--- config.mk ---
export PLATFORM = sky130hd
export DESIGN_NAME = dram_ctl
export DESIGN_NICKNAME = d
export VERILOG_FILES = /design/src/rtl/dram_ctl_pkg.sv /design/src/rtl/dram_ctl.sv
export SDC_FILE = /design/constraint.sdc
export NUM_CORES = 1
export LEC_CHECK = 0
export ABC_CLOCK_PERIOD_IN_PS = 4600
export BUFFER_PORTS_ARGS = -buffer_cell sky130_fd_sc_hd__buf_2
export CORE_MARGIN = 2
export CORE_UTILIZATION = 41
export CTS_CLUSTER_DIAMETER = 50
export DETAILED_ROUTE_END_ITERATION = 12
export PLACE_DENSITY = 0.66
export SLEW_MARGIN = 20
export SYNTH_ARGS = -nofsm -noshare
export SYNTH_HDL_FRONTEND = slang
export SYNTH_SLANG_ARGS = --single-unit
--- constraint.sdc ---
create_clock -name clk_sys -period 4.6 [get_ports clk_sys]
set_input_delay 0.92 -clock clk_sys [delete_from_list [all_inputs] [get_ports clk_sys]]
set_output_delay 0.92 -clock clk_sys [all_outputs]
set_load 0.005 [all_outputs]
--- src/rtl/dram_ctl_pkg.sv ---
// constants and carrier types for the page-mode dram controller
package dram_ctl_pkg;
	localparam int unsigned CLK_MHZ        = 250;
	localparam int unsigned ADDR_BITS      = 18;
	localparam int unsigned HALF_BITS      = 9;
	localparam int unsigned DATA_BITS      = 16;
	localparam int unsigned BYTE_BITS      = 8;
	// times in ns, slowest grade; refresh and pause in us
	localparam int unsigned ROW_ACTIVE_NS  = 60;
	localparam int unsigned ROW_PRECHG_NS  = 40;
	localparam int unsigned COL_PRECHG_NS  = 10;
	localparam int unsigned COL_ACTIVE_NS  = 15;
	localparam int unsigned ROW_COL_NS     = 20;
	localparam int unsigned CYCLE_NS       = 110;
	localparam int unsigned SELF_ENTRY_NS  = 100000;
	localparam int unsigned SELF_EXIT_NS   = 130;
	localparam int unsigned PAUSE_US       = 200;
	localparam int unsigned REFRESH_US     = 8000;
	localparam int unsigned ROWS           = 512;
	localparam int unsigned WAKE_CYCLES    = 8;
	// ceil(ns*MHz/1000)
	localparam int unsigned T_RAS  = (ROW_ACTIVE_NS * CLK_MHZ + 999) / 1000;
	localparam int unsigned T_RP   = (ROW_PRECHG_NS * CLK_MHZ + 999) / 1000;
	localparam int unsigned T_CP   = (COL_PRECHG_NS * CLK_MHZ + 999) / 1000;
	localparam int unsigned T_CAS  = (COL_ACTIVE_NS * CLK_MHZ + 999) / 1000;
	localparam int unsigned T_RCD  = (ROW_COL_NS * CLK_MHZ + 999) / 1000;
	localparam int unsigned T_RC   = (CYCLE_NS * CLK_MHZ + 999) / 1000;
	localparam int unsigned T_RASS = (SELF_ENTRY_NS * CLK_MHZ + 999) / 1000;
	localparam int unsigned T_RPS  = (SELF_EXIT_NS * CLK_MHZ + 999) / 1000;
	localparam int unsigned T_PAUSE = PAUSE_US * CLK_MHZ;
	// one refresh per row slot, rounded down
	localparam int unsigned T_REF_SLOT = (REFRESH_US * CLK_MHZ) / ROWS;

	typedef enum logic [1:0] {
		OP_READ,
		OP_WRITE,
		OP_REFRESH,
		OP_SELF
	} op_t;

	typedef struct packed {
		op_t                   op;
		logic [ADDR_BITS-1:0]  addr;
		logic [1:0]            byte_en;
		logic [DATA_BITS-1:0]  wdata;
	} req_t;

	typedef struct packed {
		logic                  row_strobe_n;
		logic                  lower_col_strobe_n;
		logic                  upper_col_strobe_n;
		logic                  write_strobe_n;
		logic                  out_gate_n;
		logic [HALF_BITS-1:0]  mux_addr;
	} pins_t;
endpackage : dram_ctl_pkg

--- src/rtl/dram_ctl.sv ---
// controller that drives a 256k x 16 fast page mode dram over its pins
`timescale 1ns/1ps
`default_nettype none
module dram_ctl #(
	parameter int unsigned PAUSE_CYC = dram_ctl_pkg::T_PAUSE,
	parameter int unsigned SLOT_CYC  = dram_ctl_pkg::T_REF_SLOT,
	parameter int unsigned ENTRY_CYC = dram_ctl_pkg::T_RASS
) (
	// clock and reset
	input  wire logic                           clk_sys,
	input  wire logic                           rst_n,
	// request side
	input  wire logic                           req_valid,
	input  wire dram_ctl_pkg::req_t             req,
	input  wire logic                           self_exit,
	output var  logic                           req_ready_ff,
	output var  logic                           rsp_valid_ff,
	output var  logic [dram_ctl_pkg::DATA_BITS-1:0] rsp_data_ff,
	output var  logic                           in_self_ff,
	output var  logic                           init_done_ff,
	// dram pins
	output var  dram_ctl_pkg::pins_t            pins_ff,
	input  wire logic [dram_ctl_pkg::DATA_BITS-1:0] data_lines_in,
	output var  logic [dram_ctl_pkg::DATA_BITS-1:0] data_lines_out_ff,
	output var  logic [1:0]                     data_lines_oe_ff
);
	localparam int unsigned CW = 32;
	localparam int unsigned RW = $clog2(dram_ctl_pkg::ROWS);
	localparam int unsigned BB = dram_ctl_pkg::BYTE_BITS;

	typedef enum logic [3:0] {
		ST_PAUSE,
		ST_IDLE,
		ST_ROW,
		ST_COL,
		ST_CBR_SETUP,
		ST_CBR_ROW,
		ST_SELF,
		ST_HOLD,
		ST_PRECHG
	} state_t;

	state_t                   state_ff, nxt_state;
	logic [CW-1:0]            cnt_ff, nxt_cnt;
	logic [CW-1:0]            ras_cnt_ff, nxt_ras_cnt;
	logic [CW-1:0]            slot_ff, nxt_slot;
	logic [3:0]               wake_ff, nxt_wake;
	logic                     ref_due_ff, nxt_ref_due;
	logic                     overdue_ff, nxt_overdue;
	logic [RW-1:0]            row_ctr_ff, nxt_row_ctr;
	dram_ctl_pkg::req_t       cur_ff, nxt_cur;
	dram_ctl_pkg::pins_t      nxt_pins;
	logic [dram_ctl_pkg::DATA_BITS-1:0] nxt_dout, nxt_rdata;
	logic [1:0]               nxt_oe;
	logic                     nxt_ready, nxt_rsp, nxt_self, nxt_init;

	function automatic logic [dram_ctl_pkg::DATA_BITS-1:0] lane_merge(
		input logic [dram_ctl_pkg::DATA_BITS-1:0] old_v,
		input logic [dram_ctl_pkg::DATA_BITS-1:0] new_v,
		input logic [1:0]                         en
	);
		logic [dram_ctl_pkg::DATA_BITS-1:0] r;
		r = old_v;
		if (en[0])
		begin
			r[BB-1:0] = new_v[BB-1:0];
		end
		if (en[1])
		begin
			r[2*BB-1:BB] = new_v[2*BB-1:BB];
		end
		return r;
	endfunction : lane_merge

	function automatic dram_ctl_pkg::pins_t idle_pins();
		dram_ctl_pkg::pins_t p;
		p.row_strobe_n       = 1'b1;
		p.lower_col_strobe_n = 1'b1;
		p.upper_col_strobe_n = 1'b1;
		p.write_strobe_n     = 1'b1;
		p.out_gate_n         = 1'b1;
		p.mux_addr           = '0;
		return p;
	endfunction : idle_pins

	// refresh slot timer and overdue watch
	always_comb
	begin
		nxt_slot    = slot_ff + CW'(1);
		nxt_ref_due = ref_due_ff;
		nxt_overdue = overdue_ff;
		// clears come first so that a slot tick in the same cycle wins
		if (state_ff == ST_CBR_ROW && cnt_ff == '0)
		begin
			nxt_ref_due = 1'b0;
		end
		if (wake_ff != 4'h0)
		begin
			nxt_overdue = 1'b0;
		end
		if (slot_ff >= CW'(SLOT_CYC - 1))
		begin
			nxt_slot = '0;
			if (ref_due_ff && !in_self_ff && state_ff != ST_PAUSE)
			begin
				nxt_overdue = 1'b1;
			end
			nxt_ref_due = 1'b1;
		end
		// the device refreshes itself from self refresh entry onwards
		if (state_ff == ST_PAUSE || in_self_ff)
		begin
			nxt_ref_due = 1'b0;
		end
		if (state_ff == ST_PAUSE)
		begin
			nxt_overdue = 1'b0;
		end
	end

	// main sequencer
	always_comb
	begin
		nxt_state   = state_ff;
		nxt_cnt     = (cnt_ff != '0) ? cnt_ff - CW'(1) : cnt_ff;
		nxt_ras_cnt = (ras_cnt_ff != '0) ? ras_cnt_ff - CW'(1) : ras_cnt_ff;
		nxt_wake    = wake_ff;
		nxt_row_ctr = row_ctr_ff;
		nxt_cur     = cur_ff;
		nxt_pins    = pins_ff;
		nxt_dout    = data_lines_out_ff;
		nxt_oe      = data_lines_oe_ff;
		nxt_rdata   = rsp_data_ff;
		nxt_ready   = 1'b0;
		nxt_rsp     = 1'b0;
		nxt_self    = in_self_ff;
		nxt_init    = init_done_ff;
		case (state_ff)
			ST_PAUSE:
			begin
				nxt_pins = idle_pins();
				nxt_oe   = 2'b00;
				if (cnt_ff == '0)
				begin
					nxt_wake  = 4'(dram_ctl_pkg::WAKE_CYCLES);
					nxt_state = ST_CBR_SETUP;
					nxt_cnt   = CW'(dram_ctl_pkg::T_RP);
				end
			end
			ST_IDLE:
			begin
				// a request seen with ready high is never dropped for a refresh, except OP_SELF, which becomes a plain refresh if one is due
				if (req_valid && req_ready_ff)
				begin
					nxt_cur = req;
					if (req.op == dram_ctl_pkg::OP_REFRESH ||
					    req.op == dram_ctl_pkg::OP_SELF)
					begin
						nxt_state = ST_CBR_SETUP;
					end
					else
					begin
						// row half first, row strobe opens the cycle
						nxt_pins.mux_addr = req.addr[dram_ctl_pkg::ADDR_BITS-1:
							dram_ctl_pkg::HALF_BITS];
						nxt_state   = ST_ROW;
						nxt_cnt     = CW'(1);
						nxt_ras_cnt = CW'(dram_ctl_pkg::T_RC);
					end
				end
				else if (overdue_ff)
				begin
					// internal refreshes answer nobody and never enter self
					nxt_cur   = '0;
					nxt_wake  = 4'(dram_ctl_pkg::WAKE_CYCLES);
					nxt_state = ST_CBR_SETUP;
				end
				else if (ref_due_ff)
				begin
					nxt_cur   = '0;
					nxt_state = ST_CBR_SETUP;
				end
				else
				begin
					nxt_ready = 1'b1;
				end
			end
			ST_ROW:
			begin
				if (pins_ff.row_strobe_n)
				begin
					nxt_pins.row_strobe_n = 1'b0;
					nxt_ras_cnt = CW'(dram_ctl_pkg::T_RAS);
					nxt_cnt     = CW'(dram_ctl_pkg::T_RCD);
				end
				else if (cnt_ff == '0)
				begin
					nxt_pins.mux_addr = cur_ff.addr[dram_ctl_pkg::HALF_BITS-1:0];
					if (cur_ff.op == dram_ctl_pkg::OP_WRITE)
					begin
						nxt_pins.write_strobe_n = 1'b0;
						nxt_dout = cur_ff.wdata;
						nxt_oe   = cur_ff.byte_en;
					end
					else
					begin
						nxt_pins.write_strobe_n = 1'b1;
						nxt_pins.out_gate_n     = 1'b0;
					end
					nxt_cnt   = CW'(1);
					nxt_state = ST_COL;
				end
			end
			ST_COL:
			begin
				// no lane enabled: no column strobe, the row is just closed
				if (!pins_ff.lower_col_strobe_n || !pins_ff.upper_col_strobe_n ||
				    cur_ff.byte_en == 2'b00)
				begin
					// access window: data sampled only at the end
					if (cnt_ff == '0 && ras_cnt_ff == '0)
					begin
						if (cur_ff.op == dram_ctl_pkg::OP_READ)
						begin
							nxt_rdata = lane_merge('0, data_lines_in,
								cur_ff.byte_en);
							nxt_rsp = 1'b1;
						end
						nxt_pins = idle_pins();
						nxt_oe   = 2'b00;
						nxt_state = ST_PRECHG;
						nxt_cnt   = CW'(dram_ctl_pkg::T_RP);
					end
				end
				else if (cnt_ff == '0)
				begin
					// column half is stable two cycles before the strobe
					nxt_pins.lower_col_strobe_n = ~cur_ff.byte_en[0];
					nxt_pins.upper_col_strobe_n = ~cur_ff.byte_en[1];
					nxt_cnt = CW'(dram_ctl_pkg::T_CAS);
				end
			end
			ST_CBR_SETUP:
			begin
				nxt_pins = idle_pins();
				nxt_oe   = 2'b00;
				if (cnt_ff == '0 && ras_cnt_ff == '0)
				begin
					nxt_pins.lower_col_strobe_n = 1'b0;
					nxt_pins.upper_col_strobe_n = 1'b0;
					nxt_cnt   = CW'(1);
					nxt_state = ST_CBR_ROW;
				end
			end
			ST_CBR_ROW:
			begin
				if (pins_ff.row_strobe_n && cnt_ff == '0)
				begin
					nxt_pins.row_strobe_n = 1'b0;
					nxt_cnt = CW'(dram_ctl_pkg::T_RAS);
					// decided once here: a slot tick during the long entry
					// hold must not turn it back into a plain refresh
					if (cur_ff.op == dram_ctl_pkg::OP_SELF && init_done_ff &&
					    !ref_due_ff && !overdue_ff)
					begin
						nxt_self = 1'b1;
						nxt_cnt  = CW'(ENTRY_CYC);
					end
				end
				else if (!pins_ff.row_strobe_n && cnt_ff == '0)
				begin
					nxt_row_ctr = row_ctr_ff + RW'(1);
					if (in_self_ff)
					begin
						nxt_state = ST_SELF;
					end
					else
					begin
						nxt_pins = idle_pins();
						nxt_cnt  = CW'(dram_ctl_pkg::T_RP);
						nxt_state = ST_PRECHG;
						if (wake_ff != 4'h0)
						begin
							nxt_wake = wake_ff - 4'h1;
						end
						if (cur_ff.op == dram_ctl_pkg::OP_REFRESH && init_done_ff
						    && wake_ff == 4'h0)
						begin
							nxt_rsp = 1'b1;
						end
					end
				end
			end
			ST_SELF:
			begin
				if (self_exit)
				begin
					nxt_pins  = idle_pins();
					nxt_cnt   = CW'(dram_ctl_pkg::T_RPS);
					nxt_state = ST_HOLD;
				end
			end
			ST_HOLD:
			begin
				if (cnt_ff == '0)
				begin
					nxt_self  = 1'b0;
					nxt_rsp   = 1'b1;
					nxt_state = ST_IDLE;
				end
			end
			ST_PRECHG:
			begin
				if (cnt_ff == '0 && ras_cnt_ff == '0)
				begin
					if (wake_ff != 4'h0)
					begin
						nxt_cnt   = CW'(dram_ctl_pkg::T_CP);
						nxt_state = ST_CBR_SETUP;
					end
					else
					begin
						nxt_init  = 1'b1;
						nxt_state = ST_IDLE;
					end
				end
			end
			default:
			begin
				nxt_state = ST_PAUSE;
			end
		endcase
		// one column access per row opening keeps page count at 1
		// column strobes are high before every row strobe fall here except the CBR refresh ones, where they fall first
	end

	always_ff @(posedge clk_sys or negedge rst_n)
	begin
		if (!rst_n)
		begin
			slot_ff    <= '0;
			ref_due_ff <= 1'b0;
			overdue_ff <= 1'b0;
		end
		else
		begin
			slot_ff    <= nxt_slot;
			ref_due_ff <= nxt_ref_due;
			overdue_ff <= nxt_overdue;
		end
	end

	always_ff @(posedge clk_sys or negedge rst_n)
	begin
		if (!rst_n)
		begin
			state_ff          <= ST_PAUSE;
			cnt_ff            <= CW'(PAUSE_CYC);
			ras_cnt_ff        <= '0;
			wake_ff           <= 4'h0;
			row_ctr_ff        <= '0;
			cur_ff            <= '0;
			pins_ff           <= '{1'b1, 1'b1, 1'b1, 1'b1, 1'b1, '0};
			data_lines_out_ff <= '0;
			data_lines_oe_ff  <= 2'b00;
			rsp_data_ff       <= '0;
			req_ready_ff      <= 1'b0;
			rsp_valid_ff      <= 1'b0;
			in_self_ff        <= 1'b0;
			init_done_ff      <= 1'b0;
		end
		else
		begin
			state_ff          <= nxt_state;
			cnt_ff            <= nxt_cnt;
			ras_cnt_ff        <= nxt_ras_cnt;
			wake_ff           <= nxt_wake;
			row_ctr_ff        <= nxt_row_ctr;
			cur_ff            <= nxt_cur;
			pins_ff           <= nxt_pins;
			data_lines_out_ff <= nxt_dout;
			data_lines_oe_ff  <= nxt_oe;
			rsp_data_ff       <= nxt_rdata;
			req_ready_ff      <= nxt_ready;
			rsp_valid_ff      <= nxt_rsp;
			in_self_ff        <= nxt_self;
			init_done_ff      <= nxt_init;
		end
	end
endmodule : dram_ctl
`default_nettype wire

==> implementation parameters <==
Parameter                              Value

Timing
  Accumulated negative setup slack    0 ns
  Portion of the clock cycle consumed by the worst path in the final layout    75.2%
  RSZ-0062 raised after global routing    no
  Worst hold-check slack    0.330 ns
  Timing-limited maximum frequency    289 MHz
  Fin. max-slew vios    0
  Final Worst Setup Slack    1.14 ns
  Max-slew headroom    32.2%
  Time the final worst path needs with I/O delays and setup    3.46 ns
  Measured slew at the worst slew-check pin    1.01 ns
  Clock skew after layout    0.0196 ns
  Final number of setup-violating endpoints    0
  Final hold vios    0

Clock tree
  Max H-tree Level    4
  Post-CTS Setup Repair Bufs    0
  CTS tree    done
  CTS root buf    sky130_fd_sc_hd__clkbuf_16
  Gates resized, CTS repair    0
  Count of clock tree sinks    187
  Buffers from clock root to sink, at most    2
  Clk slew on worst S/H paths    0.08 ns
  Total CTS buffers    17
  Post-CTS Hold Fix Bufs    0
  Insertion delay to the later sink of the worst-skew pair    0.45 ns

Setup path
  Total buffers and inverters traversed by the critical path    1
  Signal arrival time at the worst endpoint    3.80 ns
  Series of cell instances along the critical path    or4_4 -> or3_1 -> nor4b_4 -> buf_4 -> a31o_1 -> o211a_1 -> nand2b_1 -> a211o_1 -> mux2_4
  Slowest stage cell on the critical path    sky130_fd_sc_hd__or4_4
  Critical path's top delay family    simple AND/OR/NAND/NOR gates
  Crit end category    flop
  Category of the most critical setup path    flop to flop
  Req. time, crit path    4.94 ns
  Delay of the slowest critical-path stage    0.57 ns
  CP max FO    11
  Startpoint types    flop

Synth
  Compound-gate portion of the synthesized area    13.2%
  Post-synthesis area per instance    9.93 um^2
  Unique masters post-synth    69
  Top post-synthesis cells by count    sky130_fd_sc_hd__dfrtp_1 (176), sky130_fd_sc_hd__nand2_1 (136), sky130_fd_sc_hd__nor2_1 (86)
  Number of warnings reported in the yosys synthesis log    0
  Cell accounting for the most synthesized area    sky130_fd_sc_hd__dfrtp_1
  Top flip-flop cell by instance count after synthesis    sky130_fd_sc_hd__dfrtp_1
  Synthesized instance count    889
  Number of enable flip-flop cells after synthesis    0
  Area share of and/or/nand/nor cells after synthesis    21.6%
  Sequential cell area fraction in the yosys report    53.2%
  Main combinational cell family by area after synthesis    simple AND/OR/NAND/NOR gates
  Parity-gate share of the synthesized area counting xor and xnor cells    5.95%
  Synth Cell Area    8830 um^2
  Post-synthesis mux area share    2.03%
  Biggest area contributors in the synthesized netlist    sky130_fd_sc_hd__dfrtp_1 (50%), sky130_fd_sc_hd__nand2_1 (5.8%), sky130_fd_sc_hd__a22o_1 (4.0%), sky130_fd_sc_hd__nor2_1 (3.7%), sky130_fd_sc_hd__xnor2_1 (3.5%)
  Async set-or-reset flop fraction in the synthesized netlist    100%
  Register bit total from synthesis    187
  Adder-cell area share of the yosys netlist    1.28%
  Most instantiated library cell after synthesis    sky130_fd_sc_hd__dfrtp_1
  Post-synth top area share    49.9%

GRT
  Global routing usage on met1    25.7%
  First-pass GRT wire length    34000 um
  Remaining global-route overflow    0
  Via count of the first global-routing pass    6789
  Initial antenna violation count    0
  Tot GR Track Use    18.9%
  Met2 Use GR    28.8%
  Met3 global-route usage    5.27%
  Most Crowded Layer GR    met2
  Pin count of the biggest net entering global routing    130

Pwr
  Peak supply drop    0.000234 V
  Power per standard cell area    607 nW/um^2
  P_leak    0.00483 uW
  Total Power    6320 uW

Drt
  Via count of the routed design    6799
  Routed wire length    20000 um
  Average via count per standard cell    5.22
  Remaining design rule violation count    0
  Number of iterations in the first detailed-routing pass    5
  Post-detailed-route count of antenna-violating nets    0
  Drt wl/cell    15.3 um
  DRT iter0 DRCs    377

Worst hold path
  Hold Path Class    input pin to async pin

Placement
  Detailed placer's ending HPWL    13600 um
  Worst slack at placement    1.14 ns
  Number of I/O port buffers    109
  Final RePlAce weighted congestion    0.930

Finish
  Net count reported at finish    1080
  Fraction of layout cells with a size suffix above 1    20.7%
  Area growth syn-to-layout    17.9%

Floorplanning
  Count of pins on the block boundary    110
  Placeable core region    21100 um^2
  Starting Density    41.9%
  Number of rows in the core area    53
  Chip width    151 um
  Die area    22700 um^2
  Die Height    151 um

Run status
  Status    finished clean

Flow run
  MaxCap Viol Count    0
## layer usage
metal,wire length [um],vias to the layer above
met2,9220,181
met5,0,-
met1,9190,3247
li1,-,3337
met4,416,0
met3,1130,34
## cells in the final DEF, fill, tap and decap left out, types with 11 or more instances in the layout
cell	Yosys	layout
sky130_fd_sc_hd__a21oi_1	37	37
sky130_fd_sc_hd__a22o_1	40	40
sky130_fd_sc_hd__buf_2	4	108
sky130_fd_sc_hd__buf_4	1	13
sky130_fd_sc_hd__clkbuf_16	0	17
sky130_fd_sc_hd__conb_1	1	20
sky130_fd_sc_hd__dfrtp_1	176	176
sky130_fd_sc_hd__dfstp_2	11	11
sky130_fd_sc_hd__inv_1	16	16
sky130_fd_sc_hd__nand2_1	136	136
sky130_fd_sc_hd__nand2b_1	11	11
sky130_fd_sc_hd__nand3_1	21	21
sky130_fd_sc_hd__nor2_1	86	85
sky130_fd_sc_hd__nor2_2	20	20
sky130_fd_sc_hd__nor3_1	27	27
sky130_fd_sc_hd__nor4_1	24	24
sky130_fd_sc_hd__o21ai_0	30	30
sky130_fd_sc_hd__o21ai_1	17	17
sky130_fd_sc_hd__or3_1	11	11
sky130_fd_sc_hd__xnor2_1	35	35
sky130_fd_sc_hd__xor2_1	25	25
## stage by stage
stage	cells	util [%]	instance area (um^2)
6_report	1302	49.4	10400
4_1_cts	1300	49.2	10400
3_5_place_dp	1268	46.2	9750
2_1_floorplan	908	-	8900
3_3_place_gp	1268	46.2	9750
5_1_grt	1301	49.3	10400
## cell type report
type	instances	area, um^2
fillers	1991	10700
flip-flops and latches	187	4690
multi-input cells	665	3980
repair buffers	124	701
clock buffers	17	425
well taps	275	344
clock inverters	15	196
inverters	18	67.6
diodes	1	2.50
## final timing paths
check                      slack [ns]                    end  cells past startpoint      startpoint
setup / recovery                 1.14             pins_ff[3]                      9  ras_cnt_ff[14]
hold / removal                   0.33          ras_cnt_ff[9]                      1           rst_n
setup reg to reg                 1.14             pins_ff[3]                      9  ras_cnt_ff[14]
hold reg to reg                  0.47  data_lines_out_ff[13]                      2      cur_ff[13]
max in group asynchronous        3.49            pins_ff[11]                      2           rst_n
min in group clk_sys             0.47  data_lines_out_ff[13]                      2      cur_ff[13]
## logic make-up (layout without fill, tap and decap cells)
kind of cell,count (synthesis),in the layout
DFF,187,187
and+or+nand+nor,389,389
AOI/OAI and AO/OA,174,174
muxes,13,13
xor gates and xnor gates,60,60
adders and majority gates,9,9
other,1,21
buffers and inverters,56,174
## state kept, by name, summed over array words and instances, names as in the netlist
| register | count |
|---|---|
| wake_ff | 4 |
| state_ff | 4 |
| rsp_valid_ff | 1 |
| pins_ff | 14 |
| req_ready_ff | 1 |
| cur_ff | 29 |
| data_lines_out_ff | 16 |
| rsp_data_ff | 16 |
| overdue_ff | 1 |
| ras_cnt_ff | 32 |
| init_done_ff | 1 |
| ref_due_ff | 1 |
| data_lines_oe_ff | 2 |
| cnt_ff | 32 |
| in_self_ff | 1 |
| slot_ff | 32 |
## power by group
| group | internal, uW | total (uW) | switching, uW |
|---|---|---|---|
| combinational | 1030 | 2520 | 1490 |
| sequential | 1950 | 2270 | 317 |
| clock | 789 | 1530 | 739 |
| total | 3770 | 6320 | 2550 |
## worst register-to-register path, stage by stage (launching register included)
cell and delay, ns:
sky130_fd_sc_hd__dfrtp_1 0.44, sky130_fd_sc_hd__or4_4 0.57, sky130_fd_sc_hd__or3_1 0.49, sky130_fd_sc_hd__nor4b_4 0.29
sky130_fd_sc_hd__buf_4 0.24, sky130_fd_sc_hd__a31o_1 0.22, sky130_fd_sc_hd__o211a_1 0.18, sky130_fd_sc_hd__nand2b_1 0.10
sky130_fd_sc_hd__a211o_1 0.45, sky130_fd_sc_hd__mux2_4 0.37
(Power assumes the default switching activity.)
